<file path="src/hdl/rtcr_cfg.svh">
// Register offsets, field positions, reset values and rate counts for the control bank
`ifndef RTCR_CFG_SVH
`define RTCR_CFG_SVH

`define RTCR_OFS_CFG2      8'h01
`define RTCR_OFS_POL       8'h02
`define RTCR_OFS_TMR       8'h03
`define RTCR_OFS_IEN       8'h04
`define RTCR_OFS_STAT      8'h05
`define RTCR_OFS_TIME_LO   8'h06
`define RTCR_OFS_TIME_HI   8'h0c
`define RTCR_OFS_TINIT     8'h10

`define RTCR_CFG2_RST      8'h0c
`define RTCR_POL_RST       8'h00
`define RTCR_TMR_RST       8'h07
`define RTCR_IEN_RST       8'h00
`define RTCR_STAT_RST      8'h40

`define RTCR_B_RETEN       6
`define RTCR_B_THR_HI      5
`define RTCR_B_THR_LO      4
`define RTCR_B_TMO         3
`define RTCR_B_RDLIVE      2
`define RTCR_B_LOAD        1
`define RTCR_B_APOL        6
`define RTCR_B_DPOL        5
`define RTCR_B_HOLD        5
`define RTCR_B_RUN         4
`define RTCR_B_RPT         2
`define RTCR_B_OSMASK      6
`define RTCR_B_OSF         6
`define RTCR_B_ANA         5
`define RTCR_B_DIG         4
`define RTCR_B_TMR         2
`define RTCR_B_AL2         1
`define RTCR_B_AL1         0

`define RTCR_CFG2_MASK     8'h7e
`define RTCR_POL_MASK      8'h60
`define RTCR_TMR_MASK      8'h37
`define RTCR_IEN_MASK      8'h77

// Base tick in Hz; rate codes divide it by 1, 4, 16, 64
`define RTCR_BASE_HZ       1024
`define RTCR_CLK_HZ        100000000
`define RTCR_BASE_DIV      (`RTCR_CLK_HZ / `RTCR_BASE_HZ)

`endif

</file>
<file path="src/hdl/rtcr_pkg.sv">
// Types shared by the control bank
package rtcr_pkg;
  typedef enum logic [1:0] {
    RTCR_TMR_IDLE = 2'b00,
    RTCR_TMR_RUN  = 2'b01,
    RTCR_TMR_HOLD = 2'b11,
    RTCR_TMR_DONE = 2'b10
  } rtcr_tmr_state_type;
endpackage : rtcr_pkg

</file>
<file path="src/hdl/rtcr_edge_det.sv">
// Polarity-selectable edge detector for one event input
`timescale 1ns/1ps
module rtcr_edge_det
(
  ref_clk,
  rst,
  sig_in,
  rising_sel,
  edge_pulse
);
  input  wire logic ref_clk;
  input  wire logic rst;
  input  wire logic sig_in;
  input  wire logic rising_sel;
  output logic      edge_pulse;

  typedef struct packed
  {
    logic prev;
    logic armed;
  } rtcr_edge_state_type;

  rtcr_edge_state_type state_ff;
  rtcr_edge_state_type nxt_state;

  always_comb
  begin
    nxt_state       = state_ff;
    nxt_state.prev  = sig_in;
    nxt_state.armed = 1'b1;
  end

  always_ff @(posedge ref_clk)
  begin
    if (rst)
    begin
      state_ff <= '0;
    end
    else
    begin
      state_ff <= nxt_state;
    end
  end

  // Armed blocks a false edge on the first cycle after reset
  assign edge_pulse = state_ff.armed &
                      (rising_sel ? (sig_in & ~state_ff.prev) : (~sig_in & state_ff.prev));
endmodule : rtcr_edge_det

</file>
<file path="src/hdl/rtcr_ctrl_regs.sv">
// Control register bank with countdown timer and interrupt gating
//
// Function
// - Retention mode bit 6, resets zero
// - Comparator threshold code bits 5:4, reset 0
// - Bit 2 picks live or programmed time
// - Rising load bit copies time to chain
// - Analog edge polarity bit 6, reset falling
// - Digital edge polarity bit 5, reset falling
// - Hold freezes countdown only while running
// - Run low resets timer, high counts
// - No autoreload: stop at zero
// - Autoreload: reload initial count at zero
// - Rate code 1024/256/64/16 Hz, reset 3
// - Oscillator flag mask forces flag zero
// - Per-source irq enables, all reset zero
// - Timer flag at zero; status read clears
// - Output select: square wave or interrupt
`timescale 1ns/1ps
`include "rtcr_cfg.svh"
module rtcr_ctrl_regs
  import rtcr_pkg::*;
#(
  parameter int BASE_DIV = `RTCR_BASE_DIV
)
(
  ref_clk,
  rst,
  reg_addr,
  reg_wr,
  reg_rd,
  reg_wdata,
  reg_rdata,
  time_live,
  alarm1_evt,
  alarm2_evt,
  osc_stopped,
  analog_input_pin,
  digital_input_pin,
  square_wave,
  output_function_sel,
  retention_mode_sel,
  comparator_threshold_sel,
  bus_timeout_en,
  time_load,
  time_prog,
  irq_pin_out
);
  input  wire logic       ref_clk;
  input  wire logic       rst;
  input  wire logic [7:0] reg_addr;
  input  wire logic       reg_wr;
  input  wire logic       reg_rd;
  input  wire logic [7:0] reg_wdata;
  output logic      [7:0] reg_rdata;
  input  wire logic [55:0] time_live;
  input  wire logic       alarm1_evt;
  input  wire logic       alarm2_evt;
  input  wire logic       osc_stopped;
  input  wire logic       analog_input_pin;
  input  wire logic       digital_input_pin;
  input  wire logic       square_wave;
  input  wire logic       output_function_sel;
  output logic            retention_mode_sel;
  output logic      [1:0] comparator_threshold_sel;
  output logic            bus_timeout_en;
  output logic            time_load;
  output logic      [55:0] time_prog;
  output logic            irq_pin_out;

  typedef struct packed
  {
    logic [7:0]         cfg2;
    logic [7:0]         pol;
    logic [7:0]         tmr;
    logic [7:0]         ien;
    logic [7:0]         stat;
    logic [7:0]         tinit;
    logic [7:0]         count;
    logic [55:0]        tprog;
    logic [31:0]        div;
    logic [5:0]         pre;
    rtcr_tmr_state_type tst;
    logic               load;
    logic [7:0]         rdata;
    logic               irq;
  } rtcr_state_type;

  rtcr_state_type s_ff;
  rtcr_state_type nxt_s;
  logic           ana_edge;
  logic           dig_edge;

  // --------------------------------------------------------------
  // Input edge detection
  // --------------------------------------------------------------
  rtcr_edge_det u_ana_edge
  (
    .ref_clk    (ref_clk),
    .rst        (rst),
    .sig_in     (analog_input_pin),
    .rising_sel (s_ff.pol[`RTCR_B_APOL]),
    .edge_pulse (ana_edge)
  );

  rtcr_edge_det u_dig_edge
  (
    .ref_clk    (ref_clk),
    .rst        (rst),
    .sig_in     (digital_input_pin),
    .rising_sel (s_ff.pol[`RTCR_B_DPOL]),
    .edge_pulse (dig_edge)
  );

  function automatic logic [5:0] rate_mask(input logic [1:0] code);
    case (code)
      2'h0:    rate_mask = 6'h00;
      2'h1:    rate_mask = 6'h03;
      2'h2:    rate_mask = 6'h0f;
      default: rate_mask = 6'h3f;
    endcase
  endfunction : rate_mask

  function automatic logic is_time(input logic [7:0] a);
    is_time = (a >= `RTCR_OFS_TIME_LO) && (a <= `RTCR_OFS_TIME_HI);
  endfunction : is_time

  // --------------------------------------------------------------
  // Next-state logic
  // --------------------------------------------------------------
  always_comb
  begin
    logic       tick;
    logic       at_zero;
    logic [2:0] idx;
    logic       wr_cfg2;
    logic [7:0] new_cfg2;
    nxt_s    = s_ff;
    tick     = 1'b0;
    at_zero  = 1'b0;
    idx      = 3'(reg_addr - `RTCR_OFS_TIME_LO);
    wr_cfg2  = reg_wr && (reg_addr == `RTCR_OFS_CFG2);
    new_cfg2 = reg_wdata & `RTCR_CFG2_MASK;
    nxt_s.load = 1'b0;

    // Register writes
    if (wr_cfg2)
    begin
      nxt_s.cfg2 = new_cfg2;
      // Only a rising load bit fires; a held one stays quiet
      nxt_s.load = new_cfg2[`RTCR_B_LOAD] & ~s_ff.cfg2[`RTCR_B_LOAD];
    end
    if (reg_wr && (reg_addr == `RTCR_OFS_POL))
      nxt_s.pol = reg_wdata & `RTCR_POL_MASK;
    if (reg_wr && (reg_addr == `RTCR_OFS_TMR))
      nxt_s.tmr = reg_wdata & `RTCR_TMR_MASK;
    if (reg_wr && (reg_addr == `RTCR_OFS_IEN))
      nxt_s.ien = reg_wdata & `RTCR_IEN_MASK;
    // Initial count accepted only while the timer is held in reset
    if (reg_wr && (reg_addr == `RTCR_OFS_TINIT) && !s_ff.tmr[`RTCR_B_RUN])
      nxt_s.tinit = reg_wdata;
    if (reg_wr && is_time(reg_addr))
      nxt_s.tprog[idx*8 +: 8] = reg_wdata;

    // Base tick divider, then prescaler by rate code
    if (s_ff.tst == RTCR_TMR_RUN)
    begin
      if (s_ff.div >= 32'(BASE_DIV - 1))
      begin
        nxt_s.div = '0;
        nxt_s.pre = s_ff.pre + 6'h01;
        tick      = ((s_ff.pre & rate_mask(s_ff.tmr[1:0])) == rate_mask(s_ff.tmr[1:0]));
      end
      else
      begin
        nxt_s.div = s_ff.div + 32'h1;
      end
    end
    at_zero = tick && (s_ff.count == 8'h01);

    // Countdown state machine
    case (s_ff.tst)
      RTCR_TMR_IDLE:
      begin
        nxt_s.count = s_ff.tinit;
        nxt_s.div   = '0;
        nxt_s.pre   = '0;
        if (s_ff.tmr[`RTCR_B_RUN])
          nxt_s.tst = (s_ff.tinit == 8'h00) ? RTCR_TMR_DONE : RTCR_TMR_RUN;
      end
      RTCR_TMR_RUN:
      begin
        if (s_ff.tmr[`RTCR_B_HOLD])
          nxt_s.tst = RTCR_TMR_HOLD;
        else if (tick)
        begin
          nxt_s.count = s_ff.count - 8'h01;
          if (at_zero && s_ff.tmr[`RTCR_B_RPT])
            nxt_s.count = s_ff.tinit;
          else if (at_zero)
            nxt_s.tst = RTCR_TMR_DONE;
        end
      end
      RTCR_TMR_HOLD:
      begin
        if (!s_ff.tmr[`RTCR_B_HOLD])
          nxt_s.tst = RTCR_TMR_RUN;
      end
      RTCR_TMR_DONE:
      begin
        nxt_s.count = 8'h00;
      end
      default:
      begin
        nxt_s.tst = RTCR_TMR_IDLE;
      end
    endcase
    if (!s_ff.tmr[`RTCR_B_RUN])
      nxt_s.tst = RTCR_TMR_IDLE;

    // Read data, from flops; status read clears all flags
    nxt_s.rdata = 8'h00;
    if (reg_rd)
    begin
      case (reg_addr)
        `RTCR_OFS_CFG2:  nxt_s.rdata = s_ff.cfg2;
        `RTCR_OFS_POL:   nxt_s.rdata = s_ff.pol;
        `RTCR_OFS_TMR:   nxt_s.rdata = s_ff.tmr;
        `RTCR_OFS_IEN:   nxt_s.rdata = s_ff.ien;
        `RTCR_OFS_STAT:  nxt_s.rdata = s_ff.stat;
        `RTCR_OFS_TINIT: nxt_s.rdata = s_ff.count;
        default:
        begin
          if (is_time(reg_addr))
            nxt_s.rdata = s_ff.cfg2[`RTCR_B_RDLIVE] ? time_live[idx*8 +: 8]
                                                    : s_ff.tprog[idx*8 +: 8];
        end
      endcase
    end
    if (reg_rd && (reg_addr == `RTCR_OFS_STAT))
      nxt_s.stat = 8'h00;

    // Events set after the clear so a same-cycle event wins
    if (at_zero || ((s_ff.tst == RTCR_TMR_IDLE) && s_ff.tmr[`RTCR_B_RUN] && (s_ff.tinit == 8'h00)))
      nxt_s.stat[`RTCR_B_TMR] = 1'b1;
    if (ana_edge)
      nxt_s.stat[`RTCR_B_ANA] = 1'b1;
    if (dig_edge)
      nxt_s.stat[`RTCR_B_DIG] = 1'b1;
    if (alarm1_evt)
      nxt_s.stat[`RTCR_B_AL1] = 1'b1;
    if (alarm2_evt)
      nxt_s.stat[`RTCR_B_AL2] = 1'b1;
    if (osc_stopped)
      nxt_s.stat[`RTCR_B_OSF] = 1'b1;
    if (s_ff.ien[`RTCR_B_OSMASK])
      nxt_s.stat[`RTCR_B_OSF] = 1'b0;

    nxt_s.irq = |(nxt_s.stat & s_ff.ien & 8'h37);
  end

  always_ff @(posedge ref_clk)
  begin
    if (rst)
    begin
      s_ff       <= '0;
      s_ff.cfg2  <= `RTCR_CFG2_RST;
      s_ff.pol   <= `RTCR_POL_RST;
      s_ff.tmr   <= `RTCR_TMR_RST;
      s_ff.ien   <= `RTCR_IEN_RST;
      s_ff.stat  <= `RTCR_STAT_RST;
      s_ff.tst   <= RTCR_TMR_IDLE;
    end
    else
    begin
      s_ff <= nxt_s;
    end
  end

  // --------------------------------------------------------------
  // Outputs
  // --------------------------------------------------------------
  assign reg_rdata                = s_ff.rdata;
  assign retention_mode_sel       = s_ff.cfg2[`RTCR_B_RETEN];
  assign comparator_threshold_sel = s_ff.cfg2[`RTCR_B_THR_HI:`RTCR_B_THR_LO];
  assign bus_timeout_en           = s_ff.cfg2[`RTCR_B_TMO];
  assign time_load                = s_ff.load;
  assign time_prog                = s_ff.tprog;
  // Pin mux is a plain gate; both inputs already come from flops
  assign irq_pin_out = output_function_sel ? s_ff.irq : square_wave;
endmodule : rtcr_ctrl_regs

</file>
<file path="config.mk">
export PLATFORM = sky130hd
export DESIGN_NAME = rtcr_ctrl_regs
export DESIGN_NICKNAME = d
export VERILOG_FILES = /design/src/hdl/rtcr_pkg.sv /design/src/hdl/rtcr_edge_det.sv /design/src/hdl/rtcr_ctrl_regs.sv
export VERILOG_INCLUDE_DIRS = /design/src /design/src/hdl
export SDC_FILE = /design/constraint.sdc
export NUM_CORES = 1
export LEC_CHECK = 0
export BUFFER_PORTS_ARGS = -buffer_cell sky130_fd_sc_hd__buf_2
export CAP_MARGIN = 20
export CORE_UTILIZATION = 60
export DETAILED_ROUTE_END_ITERATION = 10
export PLACE_DENSITY = 0.86
export SYNTH_ARGS = -nofsm -noshare
export SYNTH_HDL_FRONTEND = slang
export SYNTH_SLANG_ARGS = --single-unit
</file>
<file path="constraint.sdc">
create_clock -name ref_clk -period 5.34 [get_ports ref_clk]
set_clock_uncertainty 0.05 [all_clocks]
set_input_delay 0.801 -clock ref_clk [delete_from_list [all_inputs] [get_ports ref_clk]]
set_output_delay 0.801 -clock ref_clk [all_outputs]
set_load 0.03 [all_outputs]
</file>
# Word-level counts from Yosys, hierarchy flattened
# Index checks and enable logic that the tools add are counted.
# classes
addsub,5
magnitude_cmp,3
n_eq_ne,19
shift,4
muxes,34
n_bitwise,17
n_reduce_logical,28
# op_table
cell,n
variable part select 56 x 7 -> 8 bit,2
bitwise mux 56 bit,1
"variable shift 8 x 34 -> 56 bit, first input constant",1
variable part select 8 x 34 -> 56 bit,1
2-to-1 mux 8 bit,6
case mux 8 bit (6 select lines),1
negator 6 -> 34 bit,1
"adder 32 x 1 -> 32 bit, second input constant",1
">= comparator 32 x 17 -> 1 bit, second input constant",1
2-to-1 mux 32 bit,1
case mux 8 bit (3 select lines),1
case mux 6 bit (3 select lines),1
"equality test 8 x 1 -> 1 bit, second input constant",2
"equality test 8 x 2 -> 1 bit, second input constant",2
"equality test 8 x 3 -> 1 bit, second input constant",2
2-to-1 mux 1 bit,14
logical AND 1 bit,13
AND 6 bit,2
2-to-1 mux 2 bit,6
2-to-1 mux 6 bit,2
"equality test 8 x 5 -> 1 bit, second input constant",1
">= comparator 8 x 3 -> 1 bit, second input constant",1
"<= comparator 8 x 4 -> 1 bit, second input constant",1
zero test 8 bit,1
22 further kinds,45
# word_totals
ff_bits,153
out_inout_bits,70
elab_cells,128

# Longest topological paths before layout
# depth
word_depth,14
depth_mapped,12

# Modules after synthesis
# Synthesis repeated with hierarchy kept, for this count alone.
# unflattened
cells_unflattened,880
hier_area_um2,8075.2
# by_module_without_submodules
mod,instances,cells_per_inst,area_per_inst_um2,seq_area_each_um2
rtcr_ctrl_regs,1,866,7927.6,2942.8
rtcr_edge_det,2,7,73.8,40.0

# Least setup slack after synthesis
# OpenSTA, ideal clock, no wires.
# synth_timing
path_type,input to register
startpoint,input port reg_addr[1]
endpoint,"register s_ff, in the netlist time_prog[0]"
setup_time_ps,128
arrival_time_ps,3185
required_time_ps,5162
slack_ps,1977
stages,8
path_buffers,2
cell_sequence,clkbuf_1 -> clkbuf_1 -> inv_1 -> ha_1 -> ha_1 -> nor4_2 -> mux2i_1 -> nor2_1
# synth_via
elab_chain_len,4
word_cells_on_any_way,9
# synth_lines
element,line_no,rtl
from (decl),rtcr_ctrl_regs.sv:51,input wire logic [7:0] reg_addr;
subtractor 3 bit (no source line),n/a,
negator 6 -> 34 bit,rtcr_ctrl_regs.sv:163,nxt_s.tprog[idx*8 +: 8] = reg_wdata;
variable part select 8 x 34 -> 56 bit / variable shift 8 x 34 -> 56 bit (equally long branches),rtcr_ctrl_regs.sv:163,
bitwise mux 56 bit,rtcr_ctrl_regs.sv:163,
to (signal assigned),rtcr_ctrl_regs.sv:276,s_ff <= nxt_s;
to (decl),rtcr_ctrl_regs.sv:89,rtcr_state_type s_ff;
# Several ways; a longest one is shown, not always the timed one.
# A chain may end at the register's enable or synchronous reset.

# Final worst setup path
# layout_timing
startpoint,input port reg_addr[1]
endpoint,"register s_ff, in the netlist time_prog[24]"
# The elaborated chain is that of the path after synthesis.

==> results_dict.tcl <==
set metrics [dict create \
    status "completed" \
    net-switching-power_mw 0.598 \
    totalNegativeSetupSlack_ps 0 \
    crit_path_max_fanout 21 \
    actual_transition_at_the_worst_max_transition_pin_ps 972 \
    worst_slew_margin_rel 0.352 \
    arrival_ps 4000 \
    detail_route.drc_violations 0 \
    post_synth_fa_ha_maj_area_fraction 0.0221 \
    io-pin-count 153 \
    synth_top_cell_area_share 0.379 \
    postSynth.asyncResetShare 0 \
    final_min_period_over_clock_period 0.689 \
    syn_inst 888 \
    totalWireLength_um 20900 \
    nets 1045 \
    drive_above_1_share 0.247 \
    routed_wire_length_per_instance_um 18.4 \
    netlist.top_cell.by_area "sky130_fd_sc_hd__dfxtp_1" \
    timing.final.crit_period_ps 3680 \
    timing.hold.worst_endpoint "time_load" \
    dr_total_vias 7045 \
    synth.lib_cells_used.distinct 64 \
    reg2reg_to "s_ff[34]" \
    timing.reg2reg.worst_path_depth 7 \
    width_of_the_die_um 117 \
    synth_area_per_cell_um2 8.93 \
    hold_path.startpoint "s_ff[155]" \
    internal_power_mw 1.95 \
    syn2layout_area_growth_pct 12.0 \
    timing.final.setup_violations 0 \
    clock_tree_from_tritoncts "built" \
    path_buf_inv 2 \
    path_class "input pin to register" \
    num_antenna_cells 0 \
    ys.warnings.count 0 \
    drt.antenna.violating_nets 0 \
    stdcell_area_um2 8880 \
    grt_antenna_before_repair 0 \
    worstSetupStartpointType "input pin" \
    drt-initial-drc-count 851 \
    dpl_worst_slack_ps 1420 \
    hold_viol 0 \
    synth.ff_latch_count 150 \
    portBuffers 152 \
    hold_path.class "register to register" \
    power.share.clock 0.494 \
    worst-endpoint-required_ps 5660 \
    synth_commonest_cells "150 x sky130_fd_sc_hd__dfxtp_1, 100 x sky130_fd_sc_hd__nor2_1, 74 x sky130_fd_sc_hd__nand2_1" \
    power_density_nw_per_um2 288 \
    seq_area_frac_synth 0.379 \
    post_synth_instance_area_um2 7930 \
    initial_utilization 0.621 \
    drt-vias-per-instance 6.22 \
    p_leak_nw 3.59 \
    die_y_um 117 \
    htree_num_levels 4 \
    tritoncts_num_sinks 150 \
    seqPwrFrac 0.441 \
    postCtsHoldBufs 0 \
    cells_along_the_critical_path "buf_2, inv_1, ha_1, ha_1, nand2_1, nor3_1, nand2_1, nor4_2, a22o_1" \
    synthMuxAreaShare 0.143 \
    cpMaxStageDelayCell "sky130_fd_sc_hd__ha_1" \
    synth_area_in_xor_xnor 0.0298 \
    global_route.overflow_total 0 \
    grt_setup_unrepaired "no" \
    fin_cells 1133 \
    post_cts.repair.setup_buffers 0 \
    grt_first_pass_wirelength_um 32600 \
    vdd.ir_drop.worst_mv 0.234 \
    crit_cells 9 \
    post_cts.resized_instances 0 \
    placed_cells_incl_taps 1100 \
    drv_cap 0 \
    grt.total_usage 0.317 \
    crit-reg2reg-launch "s_ff[19]" \
    timing.critical_path.to_type "register" \
    cpLargestDelayFamily "simple AND/OR/NAND/NOR gates" \
    cts.reportedPaths.clkPinSlew_ps 60 \
    gp_routability_congestion 0.933 \
    min_delay_path_depth 1 \
    finalWorstSetupSlack_ps 1660 \
    worst_path_largest_cell_delay_ps 850 \
    placed_cell_area_um2 8250 \
    max_clock_freq_ghz 0.272 \
    synth.top_cells.by_area "sky130_fd_sc_hd__dfxtp_1 38%, sky130_fd_sc_hd__mux2i_1 7.2%, sky130_fd_sc_hd__mux4_2 6.8%" \
    worstSkewPairLatency_ps 430 \
    grt_start_max_net_pins 60 \
    power.share.combinational 0.065 \
    fp.dieArea_um2 13700 \
    number_of_enable_type_register_cells_in_the_synthesized_netlist 0 \
    dominantRegCellSynth "sky130_fd_sc_hd__dfxtp_1" \
    p_sw_frac 0.234 \
    cts_buffers 17 \
    clock-root-buffer "sky130_fd_sc_hd__clkbuf_16" \
    reg2reg_setup_slack_ps 2610 \
    drtPass1Iterations 5 \
    coreArea_um2 12800 \
    finalMaxSlewViolations 0 \
    syn_nets 985 \
    hpwl_um 14500 \
    synth_compound_gate_area_share 0.125 \
    synth_area_in_simple_gates 0.205 \
    cts_max_path_buffers 2 \
    combinational_family_with_the_most_area_after_synthesis "simple AND/OR/NAND/NOR gates" \
    number_of_global_route_vias_before_repair 6436 \
    synth_most_common_cell "sky130_fd_sc_hd__dfxtp_1" \
    floorplan.rows 41 \
]
registers in the layout, summed over array words and instances (netlist names):
register,count
s_ff,78
time_prog,56
reg_rdata,8
comparator_threshold_sel,2
u_dig_edge.state_ff,2
bus_timeout_en,1
retention_mode_sel,1
time_load,1
u_ana_edge.state_ff,1
worst max-delay path by stage:
stage | from | end | slack (ps)
6_report | reg_addr[1] | time_prog[24] | 1660
5_1_grt | reg_addr[1] | time_prog[31] | 1390
4_1_cts | reg_addr[1] | time_prog[30] | 1850
3_5_place_dp | reg_addr[0] | time_prog[30] | 1420
3_3_place_gp | reg_addr[0] | time_prog[26] | 1540
2_1_floorplan | reg_addr[1] | time_prog[0] | 1980
cells by family (layout without fill, tap and decap cells):
family | count (synthesis) | after routing
xor gates and xnor gates | 27 | 27
and+or+nand+nor | 333 | 333
buffers and inverters | 133 | 206
DFF | 150 | 150
muxes | 83 | 83
adders and majority gates | 14 | 14
AOI/OAI and AO/OA | 148 | 148
stage by stage:
| stage | total power [mW] | hold WS, ps | util |
|---|---|---|---|
| global route | 2.61 | 453 | 0.695 |
| CTS | 2.55 | 430 | 0.695 |
| floorplan | 1.25 | 373 | - |
| detailed placement | 1.31 | 416 | 0.646 |
| finish | 2.55 | 438 | 0.695 |
| global placement | 1.31 | 408 | 0.646 |
layout make-up:
| class | instances | area, um^2 |
|---|---|---|
| flip-flops and latches | 150 | 3000 |
| clock buffers | 19 | 453 |
| repair buffers | 160 | 818 |
| fillers | 937 | 3900 |
| clock inverters | 13 | 170 |
| inverters | 14 | 52.6 |
| well taps | 172 | 215 |
| multi-input cells | 605 | 4160 |
placed cells by master (no fill, tap or decap), drive strengths merged, types with 4 or more instances in the layout:
cell	instances
a211oi	10
a21oi	38
a221oi	4
a222oi	6
a22o	16
a311oi	8
a31oi	8
and2	5
and3	17
buf	159
clkbuf	20
clkinvlp	5
dfxtp	150
ha	14
inv	16
mux2i	57
mux4	24
nand2	74
nand2b	10
nand3	64
nand4	8
nor2	100
nor2b	6
nor3	17
nor4	14
o21ai	38
or2	4
or4	4
xnor2	12
xor2	15
power groups by stage:
stage          Clock, mW  Sequential [mW]  Combinational (mW)
2_1_floorplan          0             1.15              0.0962
3_3_place_gp           0             1.15               0.158
3_5_place_dp           0             1.15               0.159
4_1_cts             1.27             1.13               0.161
5_1_grt             1.31             1.12               0.177
6_report            1.26             1.13               0.165
per-layer routing:
metal	GRT usage	vias to the layer above	share of wire
met1	0.418	3281	0.41
met4	0.181	0	0.048
met3	0.0587	83	0.099
met2	0.490	427	0.44
li1	-	3254	-
met5	0	-	0
No activity file was read; power rests on OpenSTA's default activity.
